## src/hdl/cpfu_pkg.sv

```systemverilog
// Purpose: constants, types and helpers for the cpu program flow unit
// Assumes: registers reached over avalon-mm, byte addressed, one word each
// Notes: an instruction is issued by writing the instruction word register
// What this block does
// - shift left, shift right, rotate any 8-bit register by encoded count
// - compare subtracts immediate from register, flags show the difference
// - bit test ands register with immediate, flags show the and result
// - compare and bit test write no register, only the alu flags
// - relative jump adds sign-extended 8-bit immediate to next-instruction pc
// - register relative jump adds sign-extended source register to pc
// - absolute jump loads a 16-bit target into the pc
// - indexed absolute jump loads the pc from the 16-bit index pair
// - conditional relative jump adds displacement when selected flag matches state
// - selector picks alu flags 0-3 or link status flags 4-7
// - condition aliases are the conditional jump with fixed flag and state
// - conditional absolute jump tests a register bit, loads target on match
// - rotate-mask jump rotates a copy right, source stays, copy is displacement
// - rotate-mask jump always clears displacement bit zero
// - rotate-mask jump clears m top bits, sign-extends, adds to pc
// - relative call adds displacement, absolute call loads 16-bit target
// - a call pushes next pc, irq enable, alu flags, bank selection
// - address stack holds twelve entries used by calls and returns
// - return pops pc, optionally restores irq enable, flags and bank
// - conditional call pushes and loads target only when register bit matches
`default_nettype none
package cpfu_pkg;
    localparam logic [7:0]  OFS_INSTR   = 8'h00;
    localparam logic [7:0]  OFS_OPND    = 8'h04;
    localparam logic [7:0]  OFS_PC      = 8'h08;
    localparam logic [7:0]  OFS_FLAGS   = 8'h0c;
    localparam logic [7:0]  OFS_STAT    = 8'h10;
    localparam logic [7:0]  OFS_INDEX   = 8'h14;
    localparam logic [2:0]  OFS_RF_HI   = 3'h1;
    localparam int unsigned F_OP_LSB    = 0;
    localparam int unsigned F_RS_LSB    = 4;
    localparam int unsigned F_B_LSB     = 7;
    localparam int unsigned F_M_LSB     = 10;
    localparam int unsigned F_S_BIT     = 13;
    localparam int unsigned FL_IRQ_BIT  = 4;
    localparam int unsigned FL_BANK_LSB = 5;
    localparam int unsigned ST_OVF_BIT  = 4;
    localparam int unsigned ST_UNF_BIT  = 5;
    localparam int unsigned ST_LINK_LSB = 8;
    localparam logic [15:0] PC_RST      = 16'h0000;
    localparam logic [3:0]  ALU_RST     = 4'h0;
    localparam logic [1:0]  BANK_RST    = 2'h0;
    localparam logic        IRQ_RST     = 1'b0;
    localparam logic [3:0]  STACK_DEPTH = 4'hc;
    localparam int unsigned ENTRY_W     = 23;
    localparam int unsigned FLG_NIL     = 0;
    localparam int unsigned FLG_SPILL   = 1;
    localparam int unsigned FLG_RANGE   = 2;
    localparam int unsigned FLG_MSB     = 3;

    typedef enum logic [3:0] {
        OP_SHL  = 4'h0, OP_SHR  = 4'h1, OP_ROR  = 4'h2, OP_RMJ  = 4'h3,
        OP_CMP  = 4'h4, OP_BIT  = 4'h5, OP_JRI  = 4'h6, OP_JRR  = 4'h7,
        OP_JAA  = 4'h8, OP_JAX  = 4'h9, OP_JRC  = 4'ha, OP_JAB  = 4'hb,
        OP_CLR  = 4'hc, OP_CLA  = 4'hd, OP_CLB  = 4'he, OP_RET  = 4'hf
    } cpfu_op_type;

    typedef enum logic [1:0] {
        BUS_IDLE = 2'h0,
        BUS_ACK  = 2'h1,
        BUS_EXEC = 2'h3
    } cpfu_bus_type;

    function automatic logic [15:0] sext8(input logic [7:0] v);
        return {{8{v[7]}}, v};
    endfunction : sext8

    function automatic logic [15:0] merge16(input logic [15:0] old,
                                            input logic [31:0] wd,
                                            input logic [3:0]  be);
        return {be[1] ? wd[15:8] : old[15:8], be[0] ? wd[7:0] : old[7:0]};
    endfunction : merge16
endpackage : cpfu_pkg
`default_nettype wire

```

## src/hdl/cpfu_shifter.sv

```systemverilog
// Purpose: barrel shift, rotate and rotate-mask of one register byte
// Assumes: purely combinational, count and mask taken from the instruction
// Notes: mode 3 builds the jump table displacement
`timescale 1ns/1ns
`default_nettype none
module cpfu_shifter (
    input  wire logic [7:0] value_in,
    input  wire logic [2:0] count_in,
    input  wire logic [2:0] mask_in,
    input  wire logic [1:0] mode_in,
    output logic      [7:0] result_out
);
    logic [15:0] dbl;
    logic [7:0]  rot;
    logic [7:0]  keep;

    assign dbl  = {value_in, value_in} >> count_in;
    assign rot  = dbl[7:0];
    // top m bits and bit zero cleared
    assign keep = (8'hff >> mask_in) & 8'hfe;

    always_comb begin
        case (mode_in)
            2'h0:    result_out = value_in << count_in;
            2'h1:    result_out = value_in >> count_in;
            2'h2:    result_out = rot;
            default: result_out = rot & keep;
        endcase
    end
endmodule : cpfu_shifter
`default_nettype wire

```

## src/hdl/cpfu_stack.sv

```systemverilog
// Purpose: twelve-entry address stack for calls and returns
// Assumes: push and pop never together; caller checks full and empty
// Notes: entry holds pc, irq enable, alu flags and bank selection
`timescale 1ns/1ns
`default_nettype none
module cpfu_stack (
    input  wire logic                          clk_in,
    input  wire logic                          rstn_in,
    input  wire logic                          push_in,
    input  wire logic                          pop_in,
    input  wire logic [cpfu_pkg::ENTRY_W-1:0]  data_in,
    output logic      [cpfu_pkg::ENTRY_W-1:0]  top_out,
    output logic      [3:0]                    depth_out,
    output logic                               full_out,
    output logic                               empty_out
);
    logic [cpfu_pkg::ENTRY_W-1:0] mem_r [cpfu_pkg::STACK_DEPTH];
    logic [3:0]                   depth_r;

    always_ff @(posedge clk_in or negedge rstn_in) begin
        if (!rstn_in) begin
            depth_r <= 4'h0;
        end else if (push_in && !full_out) begin
            depth_r <= depth_r + 4'h1;
        end else if (pop_in && !empty_out) begin
            depth_r <= depth_r - 4'h1;
        end
    end

    always_ff @(posedge clk_in) begin
        if (push_in && !full_out) begin
            mem_r[depth_r] <= data_in;
        end
    end

    assign top_out   = empty_out ? '0 : mem_r[depth_r - 4'h1];
    assign depth_out = depth_r;
    assign full_out  = (depth_r == cpfu_pkg::STACK_DEPTH);
    assign empty_out = (depth_r == 4'h0);
endmodule : cpfu_stack
`default_nettype wire

```

## src/hdl/cpfu_top.sv

```systemverilog
// Purpose: shift, compare and program flow execution of an 8-bit cpu
// Assumes: link status pins come from the transceiver clock domain
// Notes: pc already holds the next instruction address when one is issued
//
// The register addresses and register access over Avalon-MM were decided locally.
`timescale 1ns/1ns
`default_nettype none
module cpfu_top (
    input  wire logic        clk_in,
    input  wire logic        rstn_in,
    input  wire logic [7:0]  avs_address_in,
    input  wire logic        avs_read_in,
    input  wire logic        avs_write_in,
    input  wire logic [31:0] avs_writedata_in,
    input  wire logic [3:0]  avs_byteenable_in,
    input  wire logic [3:0]  link_status_in,
    output logic      [31:0] avs_readdata_out,
    output logic             avs_waitrequest_out,
    output logic      [15:0] pc_out,
    output logic      [1:0]  bank_out,
    output logic             irq_enable_out
);
    cpfu_pkg::cpfu_bus_type bus_r;
    logic [31:0]            rdata_r;
    logic                   wait_r;
    logic [15:0]            instr_r;
    logic [15:0]            opnd_r;
    logic [15:0]            pc_r;
    logic [15:0]            index_r;
    logic [3:0]             alu_r;
    logic                   irq_r;
    logic [1:0]             bank_r;
    logic [7:0]             rf_r [8];
    logic                   ovf_r;
    logic                   unf_r;
    logic [3:0]             link_s1_r;
    logic [3:0]             link_s2_r;

    cpfu_pkg::cpfu_op_type  op;
    logic [7:0]             aw;
    logic [31:0]            rd_word;
    logic                   wr_go;
    logic                   exec;
    logic [2:0]             rs;
    logic [2:0]             bsel;
    logic [2:0]             msel;
    logic                   want;
    logic [7:0]             src;
    logic [7:0]             imm;
    logic [7:0]             shf;
    logic [7:0]             flag_vec;
    logic                   hit_rel;
    logic                   hit_bit;
    logic                   is_call;
    logic                   call_hit;
    logic                   do_push;
    logic                   do_pop;
    logic [8:0]             diff;
    logic [7:0]             andv;
    logic [15:0]            pc_nxt;
    logic [3:0]             alu_nxt;
    logic [cpfu_pkg::ENTRY_W-1:0] top;
    logic [3:0]             depth;
    logic                   full;
    logic                   empty;

    assign op       = cpfu_pkg::cpfu_op_type'(instr_r[cpfu_pkg::F_OP_LSB +: 4]);
    assign rs       = instr_r[cpfu_pkg::F_RS_LSB +: 3];
    assign bsel     = instr_r[cpfu_pkg::F_B_LSB +: 3];
    assign msel     = instr_r[cpfu_pkg::F_M_LSB +: 3];
    assign want     = instr_r[cpfu_pkg::F_S_BIT];
    assign src      = rf_r[rs];
    assign imm      = opnd_r[7:0];
    assign aw       = {avs_address_in[7:2], 2'h0};
    assign wr_go    = (bus_r == cpfu_pkg::BUS_ACK) && avs_write_in;
    assign exec     = (bus_r == cpfu_pkg::BUS_EXEC);

    // link status flags sit above the four alu flags
    assign flag_vec = {link_s2_r, alu_r};
    assign hit_rel  = (flag_vec[bsel] == want);
    assign hit_bit  = (src[bsel] == want);
    assign is_call  = (op == cpfu_pkg::OP_CLR) || (op == cpfu_pkg::OP_CLA)
                   || (op == cpfu_pkg::OP_CLB);
    assign call_hit = (op != cpfu_pkg::OP_CLB) || hit_bit;
    // a call onto a full stack is refused and flagged
    assign do_push  = exec && is_call && call_hit && !full;
    assign do_pop   = exec && (op == cpfu_pkg::OP_RET) && !empty;
    assign diff     = {1'b0, src} - {1'b0, imm};
    assign andv     = src & imm;

    cpfu_shifter u_shifter (
        .value_in   (src),
        .count_in   (bsel),
        .mask_in    (msel),
        .mode_in    (instr_r[1:0]),
        .result_out (shf)
    );

    cpfu_stack u_stack (
        .clk_in    (clk_in),
        .rstn_in   (rstn_in),
        .push_in   (do_push),
        .pop_in    (do_pop),
        .data_in   ({pc_r, irq_r, alu_r, bank_r}),
        .top_out   (top),
        .depth_out (depth),
        .full_out  (full),
        .empty_out (empty)
    );

    always_ff @(posedge clk_in or negedge rstn_in) begin
        if (!rstn_in) begin
            link_s1_r <= 4'h0;
            link_s2_r <= 4'h0;
        end else begin
            link_s1_r <= link_status_in;
            link_s2_r <= link_s1_r;
        end
    end

    always_comb begin
        rd_word = 32'h0000_0000;
        case (aw)
            cpfu_pkg::OFS_INSTR: rd_word = {16'h0000, instr_r};
            cpfu_pkg::OFS_OPND:  rd_word = {16'h0000, opnd_r};
            cpfu_pkg::OFS_PC:    rd_word = {16'h0000, pc_r};
            cpfu_pkg::OFS_FLAGS: rd_word = {25'h0000000, bank_r, irq_r, alu_r};
            cpfu_pkg::OFS_STAT:  rd_word = {20'h00000, link_s2_r, 2'h0,
                                            unf_r, ovf_r, depth};
            cpfu_pkg::OFS_INDEX: rd_word = {16'h0000, index_r};
            default: begin
                if (aw[7:5] == cpfu_pkg::OFS_RF_HI) begin
                    rd_word = {24'h000000, rf_r[aw[4:2]]};
                end
            end
        endcase
    end

    // idle -> ack (waitrequest low one cycle) -> exec after an issue
    always_ff @(posedge clk_in or negedge rstn_in) begin
        if (!rstn_in) begin
            bus_r   <= cpfu_pkg::BUS_IDLE;
            wait_r  <= 1'b1;
            rdata_r <= 32'h0000_0000;
        end else begin
            case (bus_r)
                cpfu_pkg::BUS_IDLE: begin
                    if (avs_read_in || avs_write_in) begin
                        bus_r   <= cpfu_pkg::BUS_ACK;
                        wait_r  <= 1'b0;
                        rdata_r <= avs_read_in ? rd_word : 32'h0000_0000;
                    end
                end
                cpfu_pkg::BUS_ACK: begin
                    wait_r <= 1'b1;
                    if (wr_go && aw == cpfu_pkg::OFS_INSTR) begin
                        bus_r <= cpfu_pkg::BUS_EXEC;
                    end else begin
                        bus_r <= cpfu_pkg::BUS_IDLE;
                    end
                end
                default: begin
                    bus_r  <= cpfu_pkg::BUS_IDLE;
                    wait_r <= 1'b1;
                end
            endcase
        end
    end

    always_ff @(posedge clk_in or negedge rstn_in) begin
        if (!rstn_in) begin
            instr_r <= 16'h0000;
            opnd_r  <= 16'h0000;
            index_r <= 16'h0000;
        end else if (wr_go) begin
            if (aw == cpfu_pkg::OFS_INSTR) begin
                instr_r <= cpfu_pkg::merge16(instr_r, avs_writedata_in,
                                             avs_byteenable_in);
            end
            if (aw == cpfu_pkg::OFS_OPND) begin
                opnd_r <= cpfu_pkg::merge16(opnd_r, avs_writedata_in,
                                            avs_byteenable_in);
            end
            if (aw == cpfu_pkg::OFS_INDEX) begin
                index_r <= cpfu_pkg::merge16(index_r, avs_writedata_in,
                                             avs_byteenable_in);
            end
        end
    end

    always_comb begin
        pc_nxt = pc_r;
        case (op)
            cpfu_pkg::OP_JRI: pc_nxt = pc_r + cpfu_pkg::sext8(imm);
            cpfu_pkg::OP_JRR: pc_nxt = pc_r + cpfu_pkg::sext8(src);
            cpfu_pkg::OP_JAA: pc_nxt = opnd_r;
            cpfu_pkg::OP_JAX: pc_nxt = index_r;
            cpfu_pkg::OP_JRC: begin
                if (hit_rel) begin
                    pc_nxt = pc_r + cpfu_pkg::sext8(imm);
                end
            end
            cpfu_pkg::OP_JAB: begin
                if (hit_bit) begin
                    pc_nxt = opnd_r;
                end
            end
            cpfu_pkg::OP_RMJ: pc_nxt = pc_r + cpfu_pkg::sext8(shf);
            cpfu_pkg::OP_CLR: begin
                if (do_push) begin
                    pc_nxt = pc_r + cpfu_pkg::sext8(imm);
                end
            end
            cpfu_pkg::OP_CLA, cpfu_pkg::OP_CLB: begin
                if (do_push) begin
                    pc_nxt = opnd_r;
                end
            end
            cpfu_pkg::OP_RET: begin
                if (do_pop) begin
                    pc_nxt = top[cpfu_pkg::ENTRY_W-1 -: 16];
                end
            end
            default: pc_nxt = pc_r;
        endcase
    end

    always_ff @(posedge clk_in or negedge rstn_in) begin
        if (!rstn_in) begin
            pc_r <= cpfu_pkg::PC_RST;
        end else if (wr_go && aw == cpfu_pkg::OFS_PC) begin
            pc_r <= cpfu_pkg::merge16(pc_r, avs_writedata_in, avs_byteenable_in);
        end else if (exec) begin
            pc_r <= pc_nxt;
        end
    end

    always_comb begin
        alu_nxt = alu_r;
        if (op == cpfu_pkg::OP_CMP) begin
            alu_nxt[cpfu_pkg::FLG_NIL]   = (diff[7:0] == 8'h00);
            alu_nxt[cpfu_pkg::FLG_SPILL] = diff[8];
            alu_nxt[cpfu_pkg::FLG_RANGE] = (src[7] ^ imm[7]) & (src[7] ^ diff[7]);
            alu_nxt[cpfu_pkg::FLG_MSB]   = diff[7];
        end else if (op == cpfu_pkg::OP_BIT) begin
            alu_nxt[cpfu_pkg::FLG_NIL] = (andv == 8'h00);
            alu_nxt[cpfu_pkg::FLG_MSB] = andv[7];
        end
    end

    always_ff @(posedge clk_in or negedge rstn_in) begin
        if (!rstn_in) begin
            alu_r  <= cpfu_pkg::ALU_RST;
            irq_r  <= cpfu_pkg::IRQ_RST;
            bank_r <= cpfu_pkg::BANK_RST;
        end else if (wr_go && aw == cpfu_pkg::OFS_FLAGS && avs_byteenable_in[0]) begin
            alu_r  <= avs_writedata_in[3:0];
            irq_r  <= avs_writedata_in[cpfu_pkg::FL_IRQ_BIT];
            bank_r <= avs_writedata_in[cpfu_pkg::FL_BANK_LSB +: 2];
        end else if (do_pop && want) begin
            alu_r  <= top[5:2];
            irq_r  <= top[6];
            bank_r <= top[1:0];
        end else if (exec) begin
            alu_r <= alu_nxt;
        end
    end

    // compare and bit test never reach this file of registers
    always_ff @(posedge clk_in or negedge rstn_in) begin
        if (!rstn_in) begin
            for (int i = 0; i < 8; i++) begin
                rf_r[i] <= 8'h00;
            end
        end else if (wr_go && aw[7:5] == cpfu_pkg::OFS_RF_HI && avs_byteenable_in[0]) begin
            rf_r[aw[4:2]] <= avs_writedata_in[7:0];
        end else if (exec && op < cpfu_pkg::OP_RMJ) begin
            rf_r[rs] <= shf;
        end
    end

    // sticky stack errors, write one to clear, a new error wins
    always_ff @(posedge clk_in or negedge rstn_in) begin
        if (!rstn_in) begin
            ovf_r <= 1'b0;
            unf_r <= 1'b0;
        end else begin
            if (exec && is_call && call_hit && full) begin
                ovf_r <= 1'b1;
            end else if (wr_go && aw == cpfu_pkg::OFS_STAT
                         && avs_writedata_in[cpfu_pkg::ST_OVF_BIT]) begin
                ovf_r <= 1'b0;
            end
            if (exec && op == cpfu_pkg::OP_RET && empty) begin
                unf_r <= 1'b1;
            end else if (wr_go && aw == cpfu_pkg::OFS_STAT
                         && avs_writedata_in[cpfu_pkg::ST_UNF_BIT]) begin
                unf_r <= 1'b0;
            end
        end
    end

    assign avs_readdata_out    = rdata_r;
    assign avs_waitrequest_out = wait_r;
    assign pc_out              = pc_r;
    assign bank_out            = bank_r;
    assign irq_enable_out      = irq_r;
endmodule : cpfu_top
`default_nettype wire

```

## config.mk

```make
export PLATFORM = sky130hd
export DESIGN_NAME = cpfu_top
export DESIGN_NICKNAME = d
export VERILOG_FILES = /design/src/hdl/cpfu_pkg.sv /design/src/hdl/cpfu_shifter.sv /design/src/hdl/cpfu_stack.sv /design/src/hdl/cpfu_top.sv
export SDC_FILE = /design/constraint.sdc
export NUM_CORES = 1
export LEC_CHECK = 0
export BUFFER_PORTS_ARGS = -buffer_cell sky130_fd_sc_hd__buf_2
export CORE_ASPECT_RATIO = 0.5
export CORE_UTILIZATION = 35
export CTS_CLUSTER_SIZE = 20
export DETAILED_ROUTE_END_ITERATION = 7
export SLEW_MARGIN = 10
export SYNTH_ARGS = -nofsm -noshare
export SYNTH_HDL_FRONTEND = slang
export SYNTH_SLANG_ARGS = --single-unit
```

## constraint.sdc

```tcl
create_clock -name clk_in -period 5.68 [get_ports clk_in]
set_input_delay 1.136 -clock clk_in [delete_from_list [all_inputs] [get_ports clk_in]]
set_output_delay 1.136 -clock clk_in [all_outputs]
set_load 0.01 [all_outputs]
```

==> results.md <==
* Fin nets at 1812
* Most common cell in the netlist: edfxtp_1
* Die width at 354.4 µm
* Max-cap violations at 0
* Max_slew headroom at 17.18%
* # port buffers at 67
* Layout cell share with drive strength beyond 1 at 21.58%
* Seq pwr share at 47.9%
* Fraction of registers with async set/reset at 37.84%
* Layout Area Growth over Synthesis at 13.91%
* Gr usage total at 19.29%
* Clock H-tree levels at 2
* Sequential share of the synthesized area at 57.49%
* Initial antenna violation count at 3
* Placement Setup Slack at 0.04859 ns
* Critical path data required time at 6.19 ns
* Non-Filler Instances at 2584
* Top-area cell type share of the netlist area at 38.14%
* WS Path Type: reg -> reg
* Max frequency at 185.1 MHz
* Placed cells at 2501
* Die area at 0.06315 mm²
* Drt pass-1 iters at 7
* DRC violations left at 1
* Outcome: finished with violations
* Net Sw Frac at 25.95%
* Post-CTS Resized at 0
* Clk sink count at 444
* Synth top cells by count: 276 x edfxtp_1, 167 x dfrtp_1, 157 x o21ai_0
* Vias in the first global route at 14170
* CTS Buf Count at 43
* Initial DRC Count at 1526
* Clock skew at 0.01841 ns
* Worst Hold Class: reg -> reg
* Uppermost layer routed: met4
* CTS tree: done
* Largest net degree at the start of global routing at 86
* Core box area at 0.06126 mm²
* Post-CTS Setup Inserts at 0
* # IOs at 104
* Internal power at 0.005642 W
* Final setup viols at 0
* Sw power at 0.001977 W
* Combinational Power Share at 12.5%
* Yosys cell types at 82
* Met1 wire length at 28160 µm
* Hpwl dp at 40720 µm
* Final hold violations at 0
* Tmin final at 5.403 ns
* Antenna Nets Post-Route at 0
* PnR worst setup slack at 0.2772 ns
* Power, Total at 0.007618 W
* Post-synth EDFFs at 276
* Avg Cell Area, Syn at 13.21 µm²
* Metal3 WL at 3708 µm
* Arrival time worst endpoint at 5.91 ns
* Final period utilization at 95.12%
* VDD IR max at 0.2022 mV
* Final wirelength at 61490 µm
* CTS root buf: clkbuf_16
* CP startpoint kind: flop
* Worst-path clk slew at 0.06 ns
* Remaining global-route overflow at 0
* Setup crit end kind: flop
* LEAKAGE at 9.376 nW
* Final Slew Violations at 0
* Synthesized cell area at 0.02173 mm²
* Synth Register Bits at 444
* Violated checks: design-rule violations
* RSZ-0062 raised after global routing: false
* Vias at 14822
* RD Place Congestion at 0.9175
* Synth Warn # at 0
* Syn Inst Count at 1645
* Clock power frac at 39.5%
* Largest area contributor in the synthesized netlist: edfxtp_1
* Worst Tran Pin Value at 1.242 ns
* Vias per inst at 5.736
* Ys flop type: edfxtp_1
* Initial Utilization at 35.47%
* WL/cell at 23.80 µm
* Crit path max fanout at 17
* Std-Cell Rows at 64
* Die Span Y at 178.2 µm
* Top area cells in the synthesized netlist: edfxtp_1 38%, dfrtp_1 19%, mux4_2 9.4%
* Max Root-Sink Buffers at 3
* First-pass GRT wire length at 91780 µm
* Total Neg Setup Slack at 0 ns
* CTS hold repair buffers at 0
* Power Density at 307.8 mW/mm²
* Latest clock arrival within the worst-skew pair at 0.57 ns
* Metal2 WL at 28090 µm
-- state kept, by name (all words and copies together) (netlist names) --
register,cells
rf_r,64
bank_out,2
index_r,16
ovf_r,1
avs_waitrequest_out,1
irq_enable_out,1
avs_readdata_out,16
pc_out,16
link_s1_r,4
bus_r,2
instr_r,16
link_s2_r,4
opnd_r,16
alu_r,4
u_stack.depth_out,4
u_stack.mem_r,276
unf_r,1
-- per-layer routing --
layer / global-route usage, % / vias up
met2: 30.52 / 528
li1: - / 6562
met1: 27.86 / 7627
met5: 0 / -
met4: 5.406 / 0
met3: 2.517 / 105
-- cells by family (layout without fill, tap and decap cells) --
kind of cell	count (synthesis)	in the layout	share of synthesized area, %
buffers and inverters	159	255	3.219
adder cells (fa/ha/maj)	39	39	2.315
flip-flops	444	444	57.49
AO/OA/AOI/OAI	437	437	13.25
AND/OR/NAND/NOR	325	325	7.071
multiplexers	215	215	15.56
other	1	19	0.01726
XOR/XNOR	25	25	1.071
-- power by group through the flow --
stage	Sequential (W)	Combinational [W]	Clock (W)
global route	0.00366	0.00105	0.00318
CTS	0.00365	0.000940	0.00305
detailed placement	0.00371	0.000935	0
floorplan	0.00367	0.000654	0
global placement	0.00371	0.000927	0
finish	0.00365	0.000956	0.00301
-- through the flow --
step	hold slack (ns)	utilization (%)	area [µm²]
detailed placement	0.3410	37.91	23220
CTS	0.3545	40.34	24710
global route	0.3596	40.40	24750
global placement	0.3345	37.91	23220
floorplan	0.3312	-	21790
finish	0.3485	40.40	24750
-- worst max-delay path, stage by stage (launching register included) --
cell and delay [ns]:
dfrtp_2 0.56, buf_4 0.30, mux2_4 0.32, a221o_1 0.31, o2bb2ai_2 0.18, mux2_4 0.30, nand2_1 0.11, nand2_1 0.09
a21oi_1 0.28, a2111oi_2 0.09, a21oi_1 0.15, o21ai_0 0.14, ha_1 0.38, o21ai_0 0.34, o211ai_1 0.16, a221oi_2 0.33
a211oi_1 0.15, o31ai_1 0.34, nand2b_1 0.11, a21o_1 0.19, xnor3_1 0.16, o2111ai_1 0.18, o311a_1 0.18
-- final timing paths --
path / startpoint / end / slack (ns) / cells after the start
worst max-delay path: instr_r[5] / pc_out[15] / 0.28 / 22
worst min-delay path: link_s1_r[3] / link_s2_r[3] / 0.35 / 0
worst max register to register: instr_r[5] / pc_out[15] / 0.28 / 22
worst min register to register: link_s1_r[3] / link_s2_r[3] / 0.35 / 0
max in group asynchronous: rstn_in / pc_out[13] / 4.04 / 2
min in group asynchronous: rstn_in / rf_r[35] / 0.65 / 1
-- area by class of cell --
class,count,area (µm²)
timing repair buffer,137,892.1
tap,825,1032
multi-input combinational,1057,8687
clock inverter,19,246.5
sequential,444,12500
inverter,38,142.6
clock buffer,61,1244
antenna,3,7.507
fill,5712,36510
-- cells in the final DEF, fill, tap and decap left out, types with 20 or more instances in the layout --
master,instances
nor3_1,20
buf_2,66
o21ai_0,157
nand2_1,118
edfxtp_1,276
buf_4,68
clkbuf_16,43
nor2_1,70
ha_1,36
a21oi_1,54
inv_1,35
a22oi_1,79
mux2i_1,69
nand3_1,32
mux4_2,91
mux2_2,51
dfrtp_1,164
a221oi_1,29
Power figures use the tool's default switching activity.
